`src/verilog/pmb_pkg.sv`:
```
// Shared constants for the PLL manual/automatic bandwidth control block
package pmb_pkg;
	// ****************************************************************
	// Register map (byte addresses, one 32-bit word each)
	// ****************************************************************
	localparam logic [7:0] PMB_OFS_CTRL = 8'h00; // Control and bandwidth bits
	localparam logic [7:0] PMB_OFS_MULT = 8'h04; // VCO multiplier
	localparam logic [7:0] PMB_OFS_STAT = 8'h08; // Sticky events, cleared by read
	localparam logic [7:0] PMB_OFS_MASK = 8'h0C; // Interrupt mask
	localparam logic [7:0] PMB_OFS_PER = 8'h10; // Measured reference period
	// ****************************************************************
	// Field positions in the control word
	// ****************************************************************
	localparam int PMB_BIT_PON = 0; // pll_power_on
	localparam int PMB_BIT_BCS = 1; // base_clock_select
	localparam int PMB_BIT_AUTO = 2; // Automatic bandwidth select
	localparam int PMB_BIT_ACQ = 3; // acquisition_tracking_select
	localparam int PMB_BIT_LOCK = 4; // Lock status, read only
	// Event bits in status and mask
	localparam int PMB_EV_TRK = 0; // Filter entered tracking by hardware
	localparam int PMB_EV_LOCK = 1; // Lock reached
	localparam int PMB_EV_N = 2;
	// ****************************************************************
	// Widths, reset values and ratios
	// ****************************************************************
	localparam int PMB_MULT_W = 8;
	localparam int PMB_CNT_W = 16;
	localparam logic [PMB_MULT_W-1:0] PMB_MULT_RST = 8'h08; // Reset multiplier
	localparam logic [1:0] PMB_BUS_DIV_LAST = 2'h3; // VCO divided by four
	localparam int PMB_VCO_PER_BUS = 4; // VCO runs at four times bus rate
	// ****************************************************************
	// Timing
	// ****************************************************************
	localparam int PMB_CLK_PERIOD_PS = 8000; // 125 MHz
	localparam int PMB_ACQ_TIME_NS = 20000; // acquisition_wait_time, auto mode
	localparam int PMB_ACQ_CYC = (PMB_ACQ_TIME_NS * 1000 + PMB_CLK_PERIOD_PS - 1) / PMB_CLK_PERIOD_PS;
	// ****************************************************************
	// Sequencer states for automatic bandwidth mode
	// ****************************************************************
	typedef enum logic [3:0] {
		PMB_ST_OFF = 4'b0001,
		PMB_ST_ACQ = 4'b0010,
		PMB_ST_TRK = 4'b0100,
		PMB_ST_LOCK = 4'b1000
	} pmb_state_type;
endpackage : pmb_pkg

```
`src/verilog/pmb_pll_ctrl.sv`:
```
// PLL bandwidth control, VCO rate model and bus clock divider with APB registers
//
// Design decisions made here: the register addresses and the APB register port.
`timescale 1ns/1ps
`default_nettype none

module pmb_pll_ctrl import pmb_pkg::*; #(
	parameter int LOCK_TIME_NS = 50000 // Lock time in automatic mode
) (
	input wire logic clock,
	input wire logic srst,
	input wire logic ce, // Freezes all state while low
	input wire logic ref_clk_pin, // Reference crystal clock, asynchronous
	input wire logic psel,
	input wire logic penable,
	input wire logic pwrite,
	input wire logic [7:0] paddr,
	input wire logic [31:0] pwdata,
	output logic [31:0] prdata,
	output logic pready,
	output logic pslverr,
	output logic pll_power_on, // Analog enable
	output logic loop_filter_tracking, // Filter mode, high for tracking
	output logic lock_status,
	output logic vco_tick, // One pulse per VCO period
	output logic bus_tick, // One pulse per generated clock period
	output logic irq
);
	// ****************************************************************
	// Derived timing
	// ****************************************************************
	localparam int LOCK_CYC = (LOCK_TIME_NS * 1000 + PMB_CLK_PERIOD_PS - 1) / PMB_CLK_PERIOD_PS;
	localparam logic [PMB_CNT_W-1:0] ACQ_CNT = PMB_CNT_W'(PMB_ACQ_CYC);
	localparam logic [PMB_CNT_W-1:0] LOCK_CNT = PMB_CNT_W'(LOCK_CYC);

	// Word decode shared by read and write paths
	function automatic logic hit(input logic [7:0] a, input logic [7:0] ofs);
		hit = (a == ofs);
	endfunction : hit

	// ****************************************************************
	// Declarations
	// ****************************************************************
	logic ref_s1_q, ref_s2_q, ref_s3_q; // Reference synchroniser and edge flop
	logic ref_rise; // Reference rising edge
	logic [PMB_CNT_W-1:0] per_cnt_q, per_cnt_d; // Cycles since last edge
	logic [PMB_CNT_W-1:0] per_q, per_d; // Last measured period
	logic [PMB_CNT_W-1:0] acc_q, acc_d; // Rate accumulator
	logic vco_q, vco_d, bus_q, bus_d; // Pulse registers
	logic [1:0] div_q, div_d; // VCO to bus divider
	logic pon_q, pon_d, bcs_q, bcs_d, auto_q, auto_d, acq_q, acq_d;
	logic [PMB_MULT_W-1:0] mult_q, mult_d;
	pmb_state_type st_q, st_d;
	logic [PMB_CNT_W-1:0] tmr_q, tmr_d; // Time since power-on in auto mode
	logic [PMB_EV_N-1:0] stat_q, stat_d, mask_q, mask_d, ev_set;
	logic [31:0] rd_q, rd_d;
	logic setup, wr, rd, mapped;
	logic [PMB_CNT_W:0] acc_sum; // One bit wider to catch overflow

	// ****************************************************************
	// Reference synchroniser, first flop feeds only the second
	// ****************************************************************
	always_ff @(posedge clock) begin
		if (srst) begin
			ref_s1_q <= 1'b0;
			ref_s2_q <= 1'b0;
			ref_s3_q <= 1'b0;
		end else if (ce) begin
			ref_s1_q <= ref_clk_pin;
			ref_s2_q <= ref_s1_q;
			ref_s3_q <= ref_s2_q;
		end
	end
	assign ref_rise = ref_s2_q & ~ref_s3_q;

	// ****************************************************************
	// APB decode
	// ****************************************************************
	assign setup = psel & ~penable;
	assign wr = psel & penable & pwrite;
	assign rd = psel & penable & ~pwrite;
	// Unmapped offsets answer with an error
	assign mapped = hit(paddr, PMB_OFS_CTRL) | hit(paddr, PMB_OFS_MULT) | hit(paddr, PMB_OFS_STAT)
		| hit(paddr, PMB_OFS_MASK) | hit(paddr, PMB_OFS_PER);
	assign pready = 1'b1; // Zero wait states
	assign pslverr = psel & penable & ~mapped;

	// ****************************************************************
	// Next-state logic for registers, sequencer and clock model
	// ****************************************************************
	always_comb begin
		pon_d = pon_q;
		bcs_d = bcs_q;
		auto_d = auto_q;
		acq_d = acq_q;
		mult_d = mult_q;
		mask_d = mask_q;
		st_d = st_q;
		tmr_d = tmr_q;
		ev_set = '0;
		rd_d = rd_q;
		// Software writes to control, multiplier and mask
		if (wr && hit(paddr, PMB_OFS_CTRL)) begin
			pon_d = pwdata[PMB_BIT_PON];
			bcs_d = pwdata[PMB_BIT_BCS];
			auto_d = pwdata[PMB_BIT_AUTO];
			// Filter select is software's only in manual mode
			if (!pwdata[PMB_BIT_AUTO]) begin
				acq_d = pwdata[PMB_BIT_ACQ];
			end
		end
		if (wr && hit(paddr, PMB_OFS_MULT)) begin
			mult_d = pwdata[PMB_MULT_W-1:0]; // Keeps only the low eight bits of the written word
		end
		if (wr && hit(paddr, PMB_OFS_MASK)) begin
			mask_d = pwdata[PMB_EV_N-1:0];
		end
		// Automatic bandwidth sequencer, idle in manual mode
		if (!pon_q || !auto_q) begin
			st_d = PMB_ST_OFF;
			tmr_d = '0;
		end else begin
			if (tmr_q != LOCK_CNT) begin
				tmr_d = tmr_q + 1'b1;
			end
			case (st_q)
				PMB_ST_OFF: st_d = PMB_ST_ACQ; // Start acquiring
				PMB_ST_ACQ: begin
					// Hardware moves the filter to tracking
					if (tmr_q >= ACQ_CNT) begin
						st_d = PMB_ST_TRK;
						ev_set[PMB_EV_TRK] = 1'b1;
					end
				end
				PMB_ST_TRK: begin
					// Lock reported once the lock time has run
					if (tmr_q >= LOCK_CNT) begin
						st_d = PMB_ST_LOCK;
						ev_set[PMB_EV_LOCK] = 1'b1;
					end
				end
				PMB_ST_LOCK: st_d = PMB_ST_LOCK; // Stays locked until off
				default: st_d = PMB_ST_OFF; // Unknown code, restart
			endcase
		end
		// Hardware drives the select bit in auto mode, unless software is leaving it
		if (auto_q && !(wr && hit(paddr, PMB_OFS_CTRL) && !pwdata[PMB_BIT_AUTO])) begin
			acq_d = (st_d == PMB_ST_TRK) || (st_d == PMB_ST_LOCK);
		end
		// Sticky events: a read clears only the bits it reported at setup,
		// so an event between setup and access is not lost; a set still wins
		stat_d = stat_q;
		if (rd && hit(paddr, PMB_OFS_STAT)) begin
			stat_d = stat_q & ~rd_q[PMB_EV_N-1:0];
		end
		stat_d = stat_d | ev_set;
		// Read data captured in the setup phase
		if (setup) begin
			rd_d = '0;
			if (hit(paddr, PMB_OFS_CTRL)) begin
				rd_d[PMB_BIT_LOCK:PMB_BIT_PON] = {lock_status, acq_q, auto_q, bcs_q, pon_q}; // Adjacent fields
			end else if (hit(paddr, PMB_OFS_MULT)) begin
				rd_d[PMB_MULT_W-1:0] = mult_q;
			end else if (hit(paddr, PMB_OFS_STAT)) begin
				rd_d[PMB_EV_N-1:0] = stat_q;
			end else if (hit(paddr, PMB_OFS_MASK)) begin
				rd_d[PMB_EV_N-1:0] = mask_q;
			end else if (hit(paddr, PMB_OFS_PER)) begin
				rd_d[PMB_CNT_W-1:0] = per_q;
			end
		end
		// Reference period measurement, the edge counter saturating
		per_cnt_d = per_cnt_q;
		per_d = per_q;
		if (ref_rise) begin
			per_d = per_cnt_q + 1'b1;
			per_cnt_d = '0;
		end else if (per_cnt_q != '1) begin
			per_cnt_d = per_cnt_q + 1'b1;
		end
		// VCO at multiplier times reference: add N per cycle, wrap at period.
		// Limitation: at most one VCO pulse per system clock.
		acc_sum = {1'b0, acc_q} + {{(PMB_CNT_W + 1 - PMB_MULT_W){1'b0}}, mult_q};
		acc_d = acc_q;
		vco_d = 1'b0;
		if (pon_q && per_q != '0) begin
			if (acc_sum >= {1'b0, per_q}) begin
				acc_d = PMB_CNT_W'(acc_sum - {1'b0, per_q});
				vco_d = 1'b1;
			end else begin
				acc_d = acc_sum[PMB_CNT_W-1:0];
			end
		end else begin
			acc_d = '0;
		end
		// Generated clock: VCO over four when selected and powered on, else the reference
		div_d = div_q;
		bus_d = 1'b0;
		if (bcs_q && pon_q) begin
			if (vco_q) begin
				div_d = div_q + 1'b1;
				bus_d = (div_q == PMB_BUS_DIV_LAST);
			end
		end else begin
			div_d = '0;
			bus_d = ref_rise;
		end
	end

	// ****************************************************************
	// State registers
	// ****************************************************************
	always_ff @(posedge clock) begin
		if (srst) begin
			{pon_q, bcs_q, auto_q, acq_q, vco_q, bus_q} <= '0; // Select clear, power-on starts acquiring
			{per_cnt_q, per_q, acc_q, tmr_q, rd_q} <= '0;
			{mask_q, stat_q, div_q} <= '0;
			mult_q <= PMB_MULT_RST;
			st_q <= PMB_ST_OFF;
		end else if (ce) begin
			{pon_q, bcs_q, auto_q, acq_q, vco_q, bus_q} <= {pon_d, bcs_d, auto_d, acq_d, vco_d, bus_d};
			{per_cnt_q, per_q, acc_q, tmr_q, rd_q} <= {per_cnt_d, per_d, acc_d, tmr_d, rd_d};
			{mask_q, stat_q, div_q} <= {mask_d, stat_d, div_d};
			mult_q <= mult_d;
			st_q <= st_d;
		end
	end

	// ****************************************************************
	// Outputs
	// ****************************************************************
	assign prdata = rd_q;
	assign pll_power_on = pon_q;
	assign loop_filter_tracking = acq_q;
	assign lock_status = auto_q & (st_q == PMB_ST_LOCK);
	assign irq = auto_q & |(stat_q & mask_q);
	assign vco_tick = vco_q;
	assign bus_tick = bus_q;

	// ****************************************************************
	// Assertions
	// ****************************************************************
	property p_manual_no_lock;
		@(posedge clock) disable iff (srst) !auto_q |-> !lock_status;
	endproperty
	a_manual_no_lock: assert property (p_manual_no_lock) else $error("lock shown in manual mode");
	property p_manual_no_irq;
		@(posedge clock) disable iff (srst) !auto_q |-> !irq;
	endproperty
	a_manual_no_irq: assert property (p_manual_no_irq) else $error("irq in manual mode");
	property p_manual_acq_write;
		@(posedge clock) disable iff (srst)
			ce && wr && hit(paddr, PMB_OFS_CTRL) && !pwdata[PMB_BIT_AUTO]
			|=> loop_filter_tracking == $past(pwdata[PMB_BIT_ACQ]);
	endproperty
	a_manual_acq_write: assert property (p_manual_acq_write) else $error("filter select not written");
	property p_manual_hold;
		@(posedge clock) disable iff (srst) ce && !auto_q && !wr |=> $stable(loop_filter_tracking);
	endproperty
	a_manual_hold: assert property (p_manual_hold) else $error("filter select moved by itself");
	property p_lock_time;
		@(posedge clock) disable iff (srst) $rose(lock_status) |-> tmr_q == LOCK_CNT;
	endproperty
	a_lock_time: assert property (p_lock_time) else $error("lock before lock time");
	property p_acq_time;
		@(posedge clock) disable iff (srst) auto_q && $rose(loop_filter_tracking) |-> tmr_q > ACQ_CNT;
	endproperty
	a_acq_time: assert property (p_acq_time) else $error("tracking before acquisition time");
	property p_bus_div;
		@(posedge clock) disable iff (srst)
			ce && bcs_q && pon_q && vco_q && div_q == PMB_BUS_DIV_LAST |=> bus_tick;
	endproperty
	a_bus_div: assert property (p_bus_div) else $error("bus tick missing after fourth vco pulse");
	property p_bus_only_from_vco;
		@(posedge clock) disable iff (srst) ce && bcs_q && pon_q && !vco_q |=> !bus_tick;
	endproperty
	a_bus_only_from_vco: assert property (p_bus_only_from_vco) else $error("bus tick without vco");
	property p_vco_off;
		@(posedge clock) disable iff (srst) ce && !pon_q |=> !vco_tick;
	endproperty
	a_vco_off: assert property (p_vco_off) else $error("vco runs while powered down");

endmodule : pmb_pll_ctrl

`default_nettype wire

```
`config.mk`:
```
export PLATFORM = sky130hd
export DESIGN_NAME = pmb_pll_ctrl
export DESIGN_NICKNAME = d
export VERILOG_FILES = /design/src/verilog/pmb_pkg.sv /design/src/verilog/pmb_pll_ctrl.sv
export SDC_FILE = /design/constraint.sdc
export NUM_CORES = 1
export LEC_CHECK = 0
export ABC_AREA = 1
export BUFFER_PORTS_ARGS = -buffer_cell sky130_fd_sc_hd__clkbuf_2
export CORE_UTILIZATION = 45
export DETAILED_ROUTE_END_ITERATION = 8
export GPL_TIMING_DRIVEN = 0
export PLACE_DENSITY = 0.71
export SYNTH_ARGS = -nofsm -noshare
export SYNTH_HDL_FRONTEND = slang
export SYNTH_SLANG_ARGS = --single-unit
export TNS_END_PERCENT = 5
```
`constraint.sdc`:
```
create_clock -name clock -period 6.2 [get_ports clock]
set_clock_uncertainty 0.1 [all_clocks]
set_input_delay 0.93 -clock clock [delete_from_list [all_inputs] [get_ports clock]]
set_output_delay 0.93 -clock clock [all_outputs]
set_load 0.1 [all_outputs]
```
==> impl_metrics.env, run 1 <==
export IMPL_h_tree_depth=3
export IMPL_clk_path_buf_depth=2
export IMPL_hpwl_mm=15.8
export IMPL_timing_final_ws_setup_ns=2.40
export IMPL_synth_top_area_share_pct=29.0
export IMPL_dieArea_mm2=0.0169
export IMPL_finalSetupTns_ns=0
export IMPL_ir_worst_vdd_mv=0.151
export IMPL_holdBufCountCts=0
export IMPL_cts_root_buf="clkbuf_16"
export IMPL_utilization_pct=51.6
export IMPL_synth_seq_area_share_pct=29.0
export IMPL_vias=7193
export IMPL_final_common_cell="nand2_1"
export IMPL_core_area_mm2=0.0159
export IMPL_max_freq_mhz=263
export IMPL_drtPass1Iterations=5
export IMPL_required_ns=6.33
export IMPL_cp_num_buf_inv=3
export IMPL_cts_resized=0
export IMPL_tightest_slew_ns=0.665
export IMPL_power_density_mw_per_mm2=193
export IMPL_status="completed"
export IMPL_drcViolationCount=0
export IMPL_postCtsSetupBuffers=0
export IMPL_setup_viol=0
export IMPL_cts_tree="built"
export IMPL_synth_top_cell_by_area="dfxtp_1"
export IMPL_max_stage_delay_ns=0.40
export IMPL_synth_seq_cells=107
export IMPL_drive_gt1_share_pct=14.9
export IMPL_synth_cells=1124
export IMPL_grt_pass1_wl_mm=31.4
export IMPL_synth_simple_area_share_pct=34.1
export IMPL_post_drt_wl_per_cell_um=14.1
export IMPL_dieWidth_um=130
export IMPL_ioPinCount=87
export IMPL_critPathTopFamily="simple AND/OR/NAND/NOR gates"
export IMPL_crit_type="reg2reg"
export IMPL_layout_common_cells="nand2_1 (269), inv_1 (170), dfxtp_1 (107)"
export IMPL_initial_utilization_pct=46.4
export IMPL_synth_ff_type="dfxtp_1"
export IMPL_r2r_setup_slack_ns=2.40
export IMPL_slew_violations=0
export IMPL_worstSetupEndpointType="flip-flop"
export IMPL_crit_path_start_kind="flip-flop"
export IMPL_async_flop_share_pct=0
export IMPL_layout_area_overhead_vs_synth_pct=11.3
export IMPL_min_period_over_period_pct=61.3
export IMPL_relSlewSlack_pct=55.7
export IMPL_path_max_fanout=10
export IMPL_grt_pass1_vias=6323
export IMPL_synthAdderAreaFrac_pct=5.28
export IMPL_drt_total_wl_mm=19.9
export IMPL_first_iter_violations=550
export IMPL_drt_vias_per_instance=5.08
export IMPL_crit_path_top_delay_cell="dfxtp_1"
export IMPL_portBuffers=45
export IMPL_place_congestion=0.969
export IMPL_dpl_worst_slack_ns=2.48
export IMPL_clock_latency_ns=0.36
export IMPL_hold_class="reg2reg"
export IMPL_yosysWarnings=0
export IMPL_finalCriticalPeriod_ns=3.80
export IMPL_cts_clk_slew_worst_paths_ns=0.08
export IMPL_hold_violations=0
export IMPL_synthMuxAreaShare_pct=0.135
export IMPL_num_rows=46
export IMPL_nets=1272
export IMPL_crit_arrival_ns=3.93
export IMPL_path_cells="ha_1 -> inv_1 -> fa_1 -> nand3b_1 -> nand2_2 -> nand2_4 -> nand2_4 -> nand3_1 -> xor2_1 -> inv_1 -> ha_1 -> nand2_1 -> nor2_1 -> and2_1 -> nand2_2 -> nand2_2 -> nand2_4 -> nand2_4 -> buf_12 -> nand2_2 -> nand3_2 -> a21oi_2"
export IMPL_grt_start_max_net_pins=20
export IMPL_synth_cell_type_count=48
export IMPL_grt_total_usage_pct=23.8
export IMPL_postRouteAntennaNets=0
export IMPL_synth_top_family_by_area="simple AND/OR/NAND/NOR gates"
export IMPL_cts_buffers=9
export IMPL_grt_setup_unrepaired="no"
export IMPL_avgSynthCellArea_um2=6.58
export IMPL_diodes=0
export IMPL_fillers=1641
export IMPL_fp_dieH_um=130
export IMPL_grt_antenna_before_repair=0
export IMPL_drv_cap=0
export IMPL_p_leak_nw=3.87
export IMPL_syn_area_mm2=0.00739
export IMPL_synthTopCellsByArea="dfxtp_1 (29%), nand2_1 (14%), inv_1 (8.6%)"
export IMPL_synth_xor_area_share_pct=4.15
export IMPL_synth_compound_area_share_pct=13.7
export IMPL_cts_sinks=107
export IMPL_grt_ovfl_total=0
export IMPL_synth_edf_count=0
## synthesized netlist by cell type (5+ instances only)
cell,n
dfxtp_1,107
o211ai_1,5
nand2_4,6
clkbuf_1,14
xnor2_1,15
buf_4,19
ha_1,28
nand4_1,27
nand3_2,11
inv_1,170
nor3_1,12
nand3b_1,5
a21oi_2,18
xor2_1,20
nor2_1,95
buf_2,10
o21ai_0,53
nand2_2,23
a21oi_1,82
nor4_1,5
nand3_1,74
inv_2,8
nand2_1,269
nor2_2,6
## per-stage QoR
step	power (mW)	cell area (um2)	std cells	hold WS, ns
after detailed placement	1.04	7940	1400	0.357
after CTS	1.59	8230	1416	0.369
after floorplan	0.974	7450	1139	0.339
after global routing	1.65	8230	1416	0.395
after global placement	1.03	7940	1400	0.352
final	1.59	8230	1416	0.368
## metal layers
layer	track usage (%)	routed length [um]
met2	38.5	8740
met5	0	0
met3	4.14	1230
met1	32.7	9610
met4	5.95	333
## worst reg2reg max path: stages, from the launching register on
cell,delay [ns]
dfxtp_1,0.40
ha_1,0.23
inv_1,0.07
fa_1,0.40
nand3b_1,0.19
nand2_2,0.16
nand2_4,0.07
nand2_4,0.09
nand3_1,0.09
xor2_1,0.29
inv_1,0.09
ha_1,0.39
nand2_1,0.10
nor2_1,0.18
and2_1,0.16
nand2_2,0.06
nand2_2,0.07
nand2_4,0.08
nand2_4,0.13
buf_12,0.14
nand2_2,0.05
nand3_2,0.09
a21oi_2,0.05
## registers in the layout, indices dropped and copies added, names as in the netlist
| name | flops |
|---|---|
| auto_q | 1 |
| stat_q | 2 |
| prdata | 16 |
| ref_s1_q | 1 |
| bcs_q | 1 |
| mask_q | 2 |
| loop_filter_tracking | 1 |
| per_cnt_q | 16 |
| acc_q | 16 |
| st_q | 4 |
| ref_s2_q | 1 |
| pll_power_on | 1 |
| per_q | 16 |
| vco_tick | 1 |
| ref_s3_q | 1 |
| tmr_q | 16 |
| mult_q | 8 |
| div_q | 2 |
| bus_tick | 1 |
## power by group
part / total (mW) / leakage (nW) / internal (mW) / switching (mW)
Combinational: 0.317 / 2.87 / 0.0942 / 0.222
Clock: 0.568 / 0.133 / 0.281 / 0.287
Sequential: 0.705 / 0.866 / 0.698 / 0.00732
Total: 1.59 / 3.87 / 1.07 / 0.516
## final timing paths
check,start,endpoint,cells past startpoint
max,mult_q[0]$_SDFFE_PP0P_,acc_q[7]$_SDFFE_PP0P_,22
min,ref_s2_q$_SDFFE_PP0P_,ref_s2_q$_SDFFE_PP0P_,2
max reg2reg,mult_q[0]$_SDFFE_PP0P_,acc_q[7]$_SDFFE_PP0P_,22
min reg2reg,ref_s2_q$_SDFFE_PP0P_,ref_s2_q$_SDFFE_PP0P_,2
## cells by family after synthesis
group	Yosys count
and+or+nand+nor	544
buffers and inverters	229
AOI/OAI and AO/OA	176
DFF	107
xor gates and xnor gates	35
adders and majority gates	30
other	2
muxes	1
## final cells by class
cell class	count	area (um2)	share of cell area (%)
flip-flops and latches	107	2140	26.0
multi-input cells	803	4310	52.3
clock inverters	6	55.1	0.669
plain buffers	50	328	3.98
clock buffers	10	229	2.78
repair buffers	45	225	2.74
inverters	179	672	8.17
well taps	216	270	3.28
Power figures use the tool's default switching activity.
==> inputs of run 2 (changes only) <==
==> constraint.sdc (replaced) <==
create_clock -name clock -period 3.8 [get_ports clock]
set_clock_uncertainty 0.1 [all_clocks]
set_input_delay 0.57 -clock clock [delete_from_list [all_inputs] [get_ports clock]]
set_output_delay 0.57 -clock clock [all_outputs]
set_load 0.1 [all_outputs]
==> impl_metrics.env, run 2 (synthesized netlist as in run 1, its figures left out) <==
export IMPL_p_leak_nw=3.89
export IMPL_cts_clk_slew_worst_paths_ns=0.07
export IMPL_fp_dieH_um=130
export IMPL_cts_root_buf="clkbuf_16"
export IMPL_holdWs_ns=0.349
export IMPL_tightest_slew_ns=0.800
export IMPL_grt_pass1_wl_mm=32.0
export IMPL_drtPass1Iterations=5
export IMPL_hold_class="in2reg"
export IMPL_cts_sinks=107
export IMPL_final_common_cell="nand2_1"
export IMPL_grt_start_max_net_pins=20
export IMPL_crit_arrival_ns=3.75
export IMPL_drt_total_wl_mm=20.1
export IMPL_drv_cap=0
export IMPL_grt_setup_unrepaired="no"
export IMPL_grt_pass1_vias=6427
export IMPL_core_area_mm2=0.0159
export IMPL_crit_type="reg2reg"
export IMPL_dieWidth_um=130
export IMPL_dieArea_mm2=0.0169
export IMPL_clock_latency_ns=0.37
export IMPL_crit_path_start_kind="flip-flop"
export IMPL_layout_common_cells="nand2_1 (268), inv_1 (170), dfxtp_1 (105)"
export IMPL_path_cells="ha_2 -> inv_1 -> fa_1 -> nand3b_1 -> nand2_2 -> nand2_1 -> nand3_1 -> nand2_1 -> o21ai_1 -> nand2_1 -> inv_1 -> ha_2 -> nand2_2 -> nor2_2 -> nand2_1 -> o21bai_2 -> a21oi_4 -> nand2_4 -> buf_12 -> nand2_2 -> nand3_2 -> a21oi_2"
export IMPL_hpwl_mm=16.0
export IMPL_ir_worst_vdd_mv=0.261
export IMPL_first_iter_violations=583
export IMPL_finalCriticalPeriod_ns=3.56
export IMPL_cts_tree="built"
export IMPL_max_freq_mhz=281
export IMPL_grt_ovfl_total=0
export IMPL_vias=7239
export IMPL_postRouteAntennaNets=0
export IMPL_num_rows=46
export IMPL_h_tree_depth=3
export IMPL_setup_viol=0
export IMPL_ioPinCount=87
export IMPL_post_drt_wl_per_cell_um=14.2
export IMPL_finalSetupTns_ns=0
export IMPL_required_ns=4.00
export IMPL_hold_violations=0
export IMPL_place_congestion=0.924
export IMPL_crit_path_top_delay_cell="fa_1"
export IMPL_cpMostUsedCell="nand2_1"
export IMPL_drive_gt1_share_pct=16.0
export IMPL_initial_utilization_pct=46.4
export IMPL_drcViolationCount=0
export IMPL_clk_path_buf_depth=2
export IMPL_portBuffers=45
export IMPL_diodes=0
export IMPL_layout_area_overhead_vs_synth_pct=12.2
export IMPL_slew_violations=0
export IMPL_min_period_over_period_pct=93.6
export IMPL_worstSetupEndpointType="flip-flop"
export IMPL_status="completed"
export IMPL_max_stage_delay_ns=0.39
export IMPL_path_max_fanout=10
export IMPL_drt_vias_per_instance=5.10
export IMPL_nets=1276
export IMPL_fillers=1599
export IMPL_grt_total_usage_pct=24.6
export IMPL_power_density_mw_per_mm2=316
export IMPL_grt_antenna_before_repair=0
export IMPL_relSlewSlack_pct=46.1
export IMPL_cts_buffers=9
run 2: cell types whose count changed in the layout (fill, tap and decap cells not counted), moves of 2 or more:
cell     change
buf_4        +4
dfxtp_1      -2
inv_6        +2
ha_1         -3
dfxtp_2      +2
ha_2         +3
run 2: path summary, 6_finish.rpt:
| kind | start | end | slack (ns) | depth (start not counted) |
|---|---|---|---|---|
| worst max-delay path | mult_q[0]$_SDFFE_PP0P_ | acc_q[7]$_SDFFE_PP0P_ | 0.24 | 22 |
| worst min-delay path | pwdata[4] | mult_q[4]$_SDFFE_PP0P_ | 0.35 | 3 |
| worst max register to register | mult_q[0]$_SDFFE_PP0P_ | acc_q[7]$_SDFFE_PP0P_ | 0.24 | 22 |
| worst min register to register | ref_s2_q$_SDFFE_PP0P_ | ref_s2_q$_SDFFE_PP0P_ | 0.36 | 2 |
run 2: critical path, delay by kind of cell, from the launching register on:
family | cells | cell delay [ns]
compound gates | 4 | 0.61
fa+ha+maj | 3 | 0.90
buf+inv | 3 | 0.31
flops | 1 | 0.36
simple gates | 12 | 1.20
run 2: through the flow:
| stage | cell area [um2] | setup slack [ns] | power, mW | instances | utilization [%] |
|---|---|---|---|---|---|
| after floorplan | 7450 | 0.648 | 1.59 | 1139 | - |
| after global placement | 7950 | 0.103 | 1.68 | 1400 | 49.9 |
| after detailed placement | 7950 | 0.120 | 1.69 | 1400 | 49.9 |
| after CTS | 8240 | 0.104 | 2.62 | 1416 | 51.7 |
| after global routing | 8290 | 0.0108 | 2.72 | 1420 | 52.0 |
| final | 8290 | 0.243 | 2.62 | 1420 | 52.0 |
run 2: repair_timing:
action,CTS,global route
setup endpoints to repair,0,17
hold buffers,0,0
resized for setup,0,9
buffers inserted,0,4
run 2: metal layers:
metal  up-vias  wire length [um]  GRT usage [%]
li1       3706                 -              -
met1      3298              9390           32.1
met2       203              9170           40.6
met3        32              1100           4.55
met4         0               465           8.89
met5         -                 0              0
run 2: area by class of cell:
cell class                      count  area [um2]  share of cell area, %
Timing Repair Buffer               49         255                   3.08
Clock inverter                      6        52.6                  0.634
Inverter                          179         672                   8.10
Multi-Input combinational cell    803        4330                   52.2
Buffer                             50         328                   3.95
Tap cell                          216         270                   3.26
Clock buffer                       10         239                   2.88
Sequential cell                   107        2140                   25.9
run 2: report_power, final:
group / internal, mW / switching [mW]
clock network: 0.475 / 0.465
registers: 1.14 / 0.0119
logic: 0.163 / 0.364
total: 1.78 / 0.841
